## src/nand_host_pkg.sv

```systemverilog
// package: commands, timing and carrier types for the nand status/column host controller
package nand_host_pkg;
   localparam logic [7:0] CMD_STATUS       = 8'h70;
   localparam logic [7:0] CMD_ADDR_STATUS  = 8'h78;
   localparam logic [7:0] CMD_READ_MODE    = 8'h00;
   localparam logic [7:0] CMD_RAND_OUT     = 8'h05;
   localparam logic [7:0] CMD_RAND_OUT_END = 8'hE0;
   localparam logic [7:0] CMD_RAND_IN      = 8'h85;
   localparam int CLK_NS               = 10;
   localparam int CMD_TO_OUTPUT_NS     = 60;
   localparam int ADDR_TO_DATA_NS      = 70;
   localparam int STROBE_NS            = 20;
   localparam int CMD_TO_OUTPUT_CYC    = (CMD_TO_OUTPUT_NS + CLK_NS - 1) / CLK_NS;
   localparam int ADDR_TO_DATA_CYC     = (ADDR_TO_DATA_NS + CLK_NS - 1) / CLK_NS;
   localparam int STROBE_CYC           = (STROBE_NS + CLK_NS - 1) / CLK_NS;
   localparam int WAIT_W               = 8;

   // user operation codes
   typedef enum logic [2:0] {
      OP_STATUS, OP_ADDR_STATUS, OP_READ_MODE, OP_RAND_OUT,
      OP_RAND_IN, OP_REDIRECT, OP_READ_BYTE, OP_WRITE_BYTE
   } op_t;

   typedef struct packed {
      op_t         op;
      logic [15:0] column;
      logic [23:0] row;
      logic [7:0]  wdata;
   } req_t;

   typedef struct packed {
      logic       ce_n;
      logic       cle;
      logic       ale;
      logic       we_n;
      logic       re_n;
      logic [7:0] io_out;
      logic       io_oe;
   } pins_t;
endpackage

```

## src/nand_status_column_cmds.sv

```systemverilog
// host controller issuing status and column-address command sequences to a nand target
`timescale 1ns/100ps
module nand_status_column_cmds #(
   parameter int CMD_TO_OUTPUT_CYCLES = nand_host_pkg::CMD_TO_OUTPUT_CYC,
   parameter int ADDR_TO_DATA_CYCLES  = nand_host_pkg::ADDR_TO_DATA_CYC,
   parameter int STROBE_CYCLES        = nand_host_pkg::STROBE_CYC
) (
   input  wire logic                 core_clk,
   input  wire logic                 reset,
   input  wire logic                 req_valid,
   output      logic                 req_ready,
   input  wire nand_host_pkg::req_t  req,
   input  wire logic                 power_on_reset_busy,
   input  wire logic                 otp_mode,
   input  wire logic                 multi_die_active,
   output      logic                 refused,
   output      logic                 rsp_valid,
   output      logic [7:0]           rsp_data,
   output      nand_host_pkg::pins_t pins,
   input  wire logic [7:0]           io_in
);
   typedef enum {S_IDLE, S_CMD, S_ADDR, S_CMD2, S_WAIT, S_READ, S_WRITE} state_t;

   localparam int WAIT_W_L = nand_host_pkg::WAIT_W;
   localparam logic [WAIT_W_L-1:0] ONE = WAIT_W_L'(1);

   state_t                 state, next_state;
   nand_host_pkg::req_t    cur, next_cur;
   logic [2:0]             cycle_idx, next_cycle_idx;
   logic [2:0]             addr_total, next_addr_total;
   logic [WAIT_W_L-1:0]    count, next_count;
   logic                   phase, next_phase;
   nand_host_pkg::pins_t   next_pins;
   logic                   next_rsp_valid, next_refused;
   logic [7:0]             next_rsp_data;
   logic [7:0]             addr_byte;
   logic [7:0]             first_cmd;
   logic                   forbidden;
   logic                   die_picked, next_die_picked;

   assign req_ready = (state == S_IDLE);

   // forbidden orders are refused at the user port
   always_comb begin
      forbidden = 1'b0;
      if (req.op == nand_host_pkg::OP_ADDR_STATUS && (power_on_reset_busy || otp_mode))
         forbidden = 1'b1;
      if (req.op == nand_host_pkg::OP_STATUS && multi_die_active)
         forbidden = 1'b1;
      if (req.op == nand_host_pkg::OP_RAND_OUT && multi_die_active && !die_picked)
         forbidden = 1'b1;
   end

   always_comb begin
      case (cur.op)
         nand_host_pkg::OP_STATUS:      first_cmd = nand_host_pkg::CMD_STATUS;
         nand_host_pkg::OP_ADDR_STATUS: first_cmd = nand_host_pkg::CMD_ADDR_STATUS;
         nand_host_pkg::OP_READ_MODE:   first_cmd = nand_host_pkg::CMD_READ_MODE;
         nand_host_pkg::OP_RAND_OUT:    first_cmd = nand_host_pkg::CMD_RAND_OUT;
         default:                       first_cmd = nand_host_pkg::CMD_RAND_IN;
      endcase
   end

   // column cycles low byte first, then row cycles low byte first; addressed status sends its three row cycles only
   always_comb begin
      case (cycle_idx)
         3'd0:    addr_byte = (cur.op == nand_host_pkg::OP_ADDR_STATUS) ? cur.row[7:0]
                                                                         : cur.column[7:0];
         3'd1:    addr_byte = (cur.op == nand_host_pkg::OP_ADDR_STATUS) ? cur.row[15:8]
                                                                         : cur.column[15:8];
         3'd2:    addr_byte = (cur.op == nand_host_pkg::OP_ADDR_STATUS) ? cur.row[23:16]
                                                                         : cur.row[7:0];
         3'd3:    addr_byte = cur.row[15:8];
         default: addr_byte = cur.row[23:16];
      endcase
   end

   always_comb begin
      next_state      = state;
      next_cur        = cur;
      next_cycle_idx  = cycle_idx;
      next_addr_total = addr_total;
      next_count      = count;
      next_phase      = phase;
      next_pins       = pins;
      next_rsp_valid  = 1'b0;
      next_rsp_data   = rsp_data;
      next_refused    = 1'b0;
      next_die_picked = die_picked && multi_die_active;
      case (state)
         S_IDLE: begin
            next_pins.we_n  = 1'b1;
            next_pins.re_n  = 1'b1;
            next_pins.cle   = 1'b0;
            next_pins.ale   = 1'b0;
            next_pins.io_oe = 1'b0;
            if (req_valid && forbidden) begin
               next_refused = 1'b1;
            end else if (req_valid) begin
               next_cur       = req;
               next_cycle_idx = 3'd0;
               next_phase     = 1'b0;
               next_count     = WAIT_W_L'(STROBE_CYCLES);
               next_pins.ce_n = 1'b0;
               if (req.op == nand_host_pkg::OP_ADDR_STATUS)
                  next_die_picked = 1'b1;
               case (req.op)
                  nand_host_pkg::OP_READ_BYTE:  next_state = S_READ;
                  nand_host_pkg::OP_WRITE_BYTE: next_state = S_WRITE;
                  default:                      next_state = S_CMD;
               endcase
               case (req.op)
                  nand_host_pkg::OP_ADDR_STATUS: next_addr_total = 3'd3;
                  nand_host_pkg::OP_REDIRECT:    next_addr_total = 3'd5;
                  nand_host_pkg::OP_RAND_OUT,
                  nand_host_pkg::OP_RAND_IN:     next_addr_total = 3'd2;
                  default:                       next_addr_total = 3'd0;
               endcase
            end
         end
         S_CMD, S_CMD2, S_ADDR, S_WRITE: begin
            // each bus write: we low for strobe time, then high for strobe time
            next_pins.cle    = (state == S_CMD) || (state == S_CMD2);
            next_pins.ale    = (state == S_ADDR);
            next_pins.io_oe  = 1'b1;
            next_pins.io_out = (state == S_CMD)  ? first_cmd :
                               (state == S_CMD2) ? nand_host_pkg::CMD_RAND_OUT_END :
                               (state == S_ADDR) ? addr_byte : cur.wdata;
            next_pins.we_n   = phase;
            if (count > ONE) begin
               next_count = count - ONE;
            end else begin
               next_count = WAIT_W_L'(STROBE_CYCLES);
               next_phase = ~phase;
               if (phase) begin
                  next_phase = 1'b0;
                  if (state == S_CMD && addr_total != 3'd0) begin
                     next_state = S_ADDR;
                  end else if (state == S_ADDR && cycle_idx + 3'd1 < addr_total) begin
                     next_cycle_idx = cycle_idx + 3'd1;
                  end else if (state == S_ADDR && cur.op == nand_host_pkg::OP_RAND_OUT) begin
                     next_state = S_CMD2;
                  end else begin
                     next_state = S_WAIT;
                     next_count = ONE;
                     if (cur.op == nand_host_pkg::OP_RAND_IN || cur.op == nand_host_pkg::OP_REDIRECT)
                        next_count = WAIT_W_L'(ADDR_TO_DATA_CYCLES);
                     else if (cur.op != nand_host_pkg::OP_WRITE_BYTE)
                        next_count = WAIT_W_L'(CMD_TO_OUTPUT_CYCLES);
                  end
               end
            end
         end
         S_READ: begin
            // read strobe; status or cache byte sampled at re rising
            next_pins.io_oe = 1'b0;
            next_pins.re_n  = phase;
            // io_in is valid only while re is already low on the pins
            if (!pins.re_n)
               next_rsp_data = io_in;
            if (count > ONE) begin
               next_count = count - ONE;
            end else begin
               next_count = WAIT_W_L'(STROBE_CYCLES);
               next_phase = ~phase;
               if (phase) begin
                  next_rsp_valid = 1'b1;
                  next_state     = S_IDLE;
               end
            end
         end
         S_WAIT: begin
            next_pins.cle   = 1'b0;
            next_pins.ale   = 1'b0;
            next_pins.io_oe = 1'b0;
            next_pins.we_n  = 1'b1;
            if (count > ONE) begin
               next_count = count - ONE;
            end else begin
               next_rsp_valid = 1'b1;
               next_state     = S_IDLE;
            end
         end
         default: next_state = S_IDLE;
      endcase
   end

   always_ff @(posedge core_clk) begin
      if (reset) begin
         state      <= S_IDLE;
         cur        <= '0;
         cycle_idx  <= 3'd0;
         addr_total <= 3'd0;
         count      <= '0;
         phase      <= 1'b0;
         pins       <= '{ce_n: 1'b1, cle: 1'b0, ale: 1'b0, we_n: 1'b1, re_n: 1'b1,
                         io_out: 8'h00, io_oe: 1'b0};
         rsp_valid  <= 1'b0;
         rsp_data   <= 8'h00;
         refused    <= 1'b0;
         die_picked <= 1'b0;
      end else begin
         state      <= next_state;
         cur        <= next_cur;
         cycle_idx  <= next_cycle_idx;
         addr_total <= next_addr_total;
         count      <= next_count;
         phase      <= next_phase;
         pins       <= next_pins;
         rsp_valid  <= next_rsp_valid;
         rsp_data   <= next_rsp_data;
         refused    <= next_refused;
         die_picked <= next_die_picked;
      end
   end

   a_no_status_multi: assert property (@(posedge core_clk) disable iff (reset)
      (state == S_IDLE && req_valid && req.op == nand_host_pkg::OP_STATUS && multi_die_active)
      |=> refused && state == S_IDLE)
      else $error("plain status issued during multi-die activity");
   a_no_addr_status: assert property (@(posedge core_clk) disable iff (reset)
      (state == S_IDLE && req_valid && req.op == nand_host_pkg::OP_ADDR_STATUS
       && (power_on_reset_busy || otp_mode)) |=> refused)
      else $error("addressed status issued during reset or otp");
   a_rand_out_picked: assert property (@(posedge core_clk) disable iff (reset)
      (state == S_IDLE && req_valid && req.op == nand_host_pkg::OP_RAND_OUT
       && multi_die_active && !die_picked) |=> refused && state == S_IDLE)
      else $error("random output issued before die selection");
   a_wait_after_addr: assert property (@(posedge core_clk) disable iff (reset)
      (state == S_ADDR && next_state == S_WAIT
       && (cur.op == nand_host_pkg::OP_RAND_IN || cur.op == nand_host_pkg::OP_REDIRECT))
      |=> count == WAIT_W_L'(ADDR_TO_DATA_CYCLES))
      else $error("address-to-data wait not loaded");
   a_end_cmd_after: assert property (@(posedge core_clk) disable iff (reset)
      $rose(pins.cle) && pins.io_out == nand_host_pkg::CMD_RAND_OUT_END
      |-> $past(pins.ale, 2) && cur.op == nand_host_pkg::OP_RAND_OUT)
      else $error("e0 cycle not preceded by column cycles");
   a_addr_count: assert property (@(posedge core_clk) disable iff (reset)
      state == S_ADDR |-> cycle_idx < addr_total)
      else $error("too many address cycles");
   a_io_released: assert property (@(posedge core_clk) disable iff (reset)
      state == S_READ |=> !pins.io_oe)
      else $error("host drives io while reading");
endmodule

```

## config.mk

```make
export PLATFORM = sky130hd
export DESIGN_NAME = nand_status_column_cmds
export DESIGN_NICKNAME = d
export VERILOG_FILES = /design/src/nand_host_pkg.sv /design/src/nand_status_column_cmds.sv
export SDC_FILE = /design/constraint.sdc
export NUM_CORES = 1
export LEC_CHECK = 0
export CAP_MARGIN = 25
export CELL_PAD_IN_SITES_DETAIL_PLACEMENT = 1
export CELL_PAD_IN_SITES_GLOBAL_PLACEMENT = 1
export CORE_ASPECT_RATIO = 0.9
export CORE_MARGIN = 4
export CORE_UTILIZATION = 46
export DETAILED_ROUTE_END_ITERATION = 6
export DONT_BUFFER_PORTS = 1
export GPL_TIMING_DRIVEN = 0
export PLACE_DENSITY_LB_ADDON = 0.1
export SYNTH_ARGS = -nofsm -noshare
export SYNTH_HDL_FRONTEND = slang
export SYNTH_SLANG_ARGS = --single-unit
```

## constraint.sdc

```tcl
create_clock -name core_clk -period 2.95 [get_ports core_clk]
set_input_delay 0.1475 -clock core_clk [delete_from_list [all_inputs] [get_ports core_clk]]
set_output_delay 0.1475 -clock core_clk [all_outputs]
set_load 0.1 [all_outputs]
```

-- Word-level counts from Yosys, hierarchy flattened
Index checks and enable logic that the tools add are counted.
- magnitude comparators: 2
- add/sub/neg operators: 2
- bitwise logic cells: 4
- multiplexer cells: 61
- reductions and logical operators: 36
- equality and inequality tests: 35
- operator list (cell ; number):
    2-to-1 mux 32 bit ; 9
    == test 32 x 3 -> 1 bit (second input constant) ; 5
    2-to-1 mux 8 bit ; 16
    one-hot mux 32 bit (4 select lines) ; 1
    == test 32 x 2 -> 1 bit (second input constant) ; 3
    one-hot mux 8 bit (4 select lines) ; 3
    zero test 32 bit ; 2
    == test 32 x 1 -> 1 bit (second input constant) ; 1
    2-to-1 mux 3 bit ; 8
    inequality test 2 bit (second input constant) ; 10
    == test 3 bit (second input constant) ; 6
    one-hot mux 3 bit (2 select lines) ; 3
    2-to-1 mux 1 bit ; 16
    == test 3 x 2 -> 1 bit (second input constant) ; 5
    == test 3 x 1 -> 1 bit (second input constant) ; 3
    logical AND 1 bit ; 9
    zero test 3 bit ; 3
    one-hot mux 3 bit (3 select lines) ; 1
    greater-than comparator 8 x 1 -> 1 bit (second input constant) ; 1
    AND reduction 8 bit ; 1
    nonzero test 2 bit ; 4
    subtractor 8 x 1 -> 8 bit (second input constant) ; 1
    AND reduction 7 bit ; 1
    inequality test 3 bit (second input constant) ; 2
    16 further kinds ; 26
- flip-flop bits (word level): 123
- output and inout port bits: 25

-- Depth between registers and ports, before layout
- word-level depth: 9
- depth in mapped cells: 9

-- Worst setup path after synthesis
OpenSTA, ideal clock, no wires.
- kind: reg-to-reg
- start: reg state[2]
- end: reg cycle_idx[2]
- arrival time: 2.309 ns
- slack: 0.571 ns
- setup time: 0.070 ns
- stages on the path, launching flop included: 8
- cells stage by stage: dfxtp_1 or3_1 inv_1 nand2_1 a21o_1 buf_2 a211o_1 a21oi_1
- longest elaborated chain between the ends: 4
- elaborated cells on any way between the ends: 19
- those cells by class: eq/ne (12); mux (1); reduce/logical (6)
- RTL lines (item ; line ; text):
    from (decl) ; nand_status_column_cmds.sv:27 ; state_t state, next_state;
    from (signal assigned) ; nand_status_column_cmds.sv:203 ; state <= next_state;
    == test 32 x 1 -> 1 bit (tied with other cells) ; nand_status_column_cmds.sv:90 ; case (state)
    OR reduction 4 bit (tied with other cells) ; nand_status_column_cmds.sv:90 ;
    inequality test 2 bit (no line) or nonzero test 2 bit (tied branches) ; n/a ;
    AND reduction 7 bit (no line) ; n/a ;
    to (signal assigned) ; nand_status_column_cmds.sv:205 ; cycle_idx <= next_cycle_idx;
    to (decl) ; nand_status_column_cmds.sv:29 ; logic [2:0] cycle_idx, next_cycle_idx;
Several ways; a longest one is shown, not always the timed one.
A chain may end at the register's enable or synchronous reset.

-- Worst setup path after layout
- start: reg state[1]
- end: reg addr_total[0]
- longest elaborated chain between the ends: 2
- RTL lines (item ; line ; text):
    zero test 32 bit ; nand_status_column_cmds.sv:90 ;
    AND reduction 3 bit (no line) ; n/a ;
    to (signal assigned) ; nand_status_column_cmds.sv:206 ; addr_total <= next_addr_total;
    to (decl) ; nand_status_column_cmds.sv:30 ; logic [2:0] addr_total, next_addr_total;
No other way between the ends.

==> flow_summary.yaml <==
status:
  status: "completed"
power_and_ir_drop:
  power_density_nw_per_um2: 868
  ir_drop_v: 0.000437
  total_power_uw: 4600
  power.leakage_uw: 0.00191
sta:
  slew_headroom: 0.291
  fin_skew_ns: 0.0192
  worst_slew_pin_slew_ns: 1.06
  setup_viol: 0
  hold_viol_final: 0
  fin_crit_sh: 0.901
  rsz0062_at_grt: "no"
  finalSetupTns_ns: 0
  fmax_mhz: 376
  min_period_ns: 2.66
  final_max_slew_viol_count: 0
clocking:
  tritoncts: "yes"
  clockBufferDepth: 2
  cts_root_buffer: "clkbuf_8"
  htreeDepth: 3
  insertion_delay_ns: 0.38
  clock-sinks: 94
  cts_setup_buffers: 0
  cts_buffers: 9
  path_clk_slew_ns: 0.10
worst_setup_path:
  crit_required_ns: 3.24
  path_class: "register to register"
  r2r_slack_ns: 0.29
  start_kind: "register"
  worstPathMaxFanout: 10
  critPathCaptureType: "register"
  worstReg2RegEnd: "addr_total[0]"
  r2r-start: "state[1]"
  worstPathArrival_ns: 2.95
  r2r_cells: 8
routing:
  dr.pass1.iters: 7
  ant_nets: 0
  dr_wl_met2_um: 7310
  drt-initial-drc-count: 275
  drc: 0
  viasPerCell: 5.95
  met3_length_um: 1030
  highest_layer: "met4"
  wl_per_cell_um: 20.3
  finalWirelength_um: 15200
  routedLengthMet1_um: 6600
  dr_total_vias: 4453
layout:
  area_growth_pct: 22.3
  drive_gt1_frac: 0.0560
  nNetsFinal: 694
  finalInstanceArea_um2: 5290
placed_design:
  finalWeightedCongestion: 0.874
  dpl_cell_area_um2: 4480
  dpl.hpwl_um: 10100
  port_buffers: 0
logic_synthesis:
  syn-num-nets: 622
  synthCells: 548
  synth_ff_type: "dfxtp_1"
  yosys-top-cells-area: "dfxtp_1 (43%), nand2_1 (11%), a21oi_1 (9.5%)"
  synth.largest_area_cell: "dfxtp_1"
  ys_seq_elements: 94
  ys.warnings.count: 0
  synth_edf_count: 0
  synth_async_sr_flop_share: 0
  synth.avg_cell_area_um2: 7.90
  synth.top_cell.area_share: 0.435
  synth_cell_types: 58
  synth_area_um2: 4330
  ys_seq_area_frac: 0.435
worst_hold_path:
  min_to: "addr_total[1]"
  holdCritStartpoint: "req[48]"
  min-delay-path-class: "primary input to register"
  holdPathStages: 2
floorplanning:
  dieWidth_um: 110
  core_um2: 9130
  die_y_um: 100
  pin_count: 90
  die_area_um2: 11000
  rows: 33
  initial_utilization: 0.474
grt:
  gr-total-overflow: 0
  antenna_found_initial: 1
  grt_pass1_vias: 4720
  grt_use_total: 0.285
  grt_pass1_wl_um: 24200
  grt_max_degree: 17
job:
  drv_cap: 0
[synthesized netlist by cell type, types with 2 or more instances]
cell type    n
or4_1        2
dfxtp_1     94
or3b_1       2
a22oi_1     14
ha_1         9
nor3_1      10
nor2_1      32
nand3_1     15
a311oi_1     3
nor2b_1      2
o22ai_1      4
a211o_1      4
nor4_1       2
nand4_1      2
a221oi_1     3
buf_2       10
and3_1       2
o31ai_1      4
inv_1       16
o221ai_1     4
nand2b_1     4
o32ai_1      2
clkbuf_1    25
or3_1        5
a31oi_1      2
a21oi_1     82
o21ai_0     11
o211ai_1     4
a21o_1       4
mux2i_1     10
o41ai_1      3
o2111ai_1    3
buf_1        2
nand3b_1     2
a211oi_1     3
nand2_1    130
[stage by stage]
stage          instances  setup WS (ns)   util  hold WS, ns
6_report             748          0.292  0.580       0.0512
5_1_grt              748          0.131  0.580       0.0536
4_1_cts              747          0.105  0.579       0.0326
3_5_place_dp         670          0.135  0.491        0.293
3_3_place_gp         670          0.188  0.491        0.285
2_1_floorplan        548          0.571      -        0.283
[flip-flops by register name (all words and copies together), names as in the netlist]
| signal | count |
|---|---|
| pins | 14 |
| phase | 1 |
| count | 8 |
| die_picked | 1 |
| cur | 51 |
| state | 3 |
| cycle_idx | 3 |
| refused | 1 |
| rsp_valid | 1 |
| addr_total | 3 |
| rsp_data | 8 |
[worst max-delay path by stage]
stage | from | endpoint | slack, ns | depth (start not counted)
after floorplan | state[2] | cycle_idx[2] | 0.57 | 7
after global placement | state[1] | cur[31] | 0.19 | 8
after detailed placement | state[2] | cur[5] | 0.13 | 8
after CTS | state[1] | cur[5] | 0.10 | 8
after global routing | state[1] | addr_total[0] | 0.13 | 8
final | state[1] | addr_total[0] | 0.29 | 8
[layout by cell type (no fill, tap or decap), drive strengths merged, types with 3 or more instances in the layout]
cell / n
o21ai: 11
nand2b: 4
nor3: 11
o22ai: 4
mux2i: 10
a221oi: 4
o31ai: 4
inv: 17
nor2: 32
o41ai: 3
nand2: 130
clkbuf: 35
a211o: 4
a21oi: 82
a22oi: 14
or3b: 3
or3: 6
a21o: 4
o221ai: 4
ha: 9
dlygate4sd3: 61
dfxtp: 94
o211ai: 4
o2111ai: 3
a311oi: 3
a211oi: 4
nand3: 15
buf: 12
[worst max-delay path, cell delays in order, from the launching register on]
cell and delay [ns]:
dfxtp_1 0.43, or3_1 0.25, clkinvlp_4 0.54, nand2_1 0.32
a21o_1 0.24, buf_2 0.28, buf_2 0.26, nand2_1 0.08
a21oi_1 0.16
[routing by layer]
| layer | track usage | vias to the layer above |
|---|---|---|
| li1 | - | 2094 |
| met1 | 0.366 | 2183 |
| met2 | 0.475 | 152 |
| met3 | 0.0714 | 24 |
| met4 | 0.0795 | 0 |
| met5 | 0 | - |
[cells by family after synthesis]
logic type | after synthesis | synth area share
buffers and inverters | 53 | 0.0489
AND/OR/NAND/NOR | 220 | 0.228
flip-flops | 94 | 0.435
AO/OA/AOI/OAI | 162 | 0.240
multiplexers | 10 | 0.0231
adder cells (fa/ha/maj) | 9 | 0.0260
[final cells by class]
class	instances	area, um^2
repair buffers	61	611
plain buffers	37	151
clock inverters	6	68.8
diodes	1	2.50
flip-flops and latches	94	1880
multi-input cells	401	2230
fillers	1111	3830
inverters	16	63.8
clock buffers	10	128
well taps	122	153
[where the power goes]
group	leakage (uW)	internal (uW)	total, uW	switching, uW
Sequential	0.000768	1500	2080	579
Clock	0.0000973	399	899	501
Combinational	0.00105	540	1620	1080
[timing repair]
action	CTS	global route
setup endpoints to repair	0	40
hold buffers	61	0
resized for setup	0	1
endpoints found under the hold margin	63	0
Power figures use the tool's default switching activity.
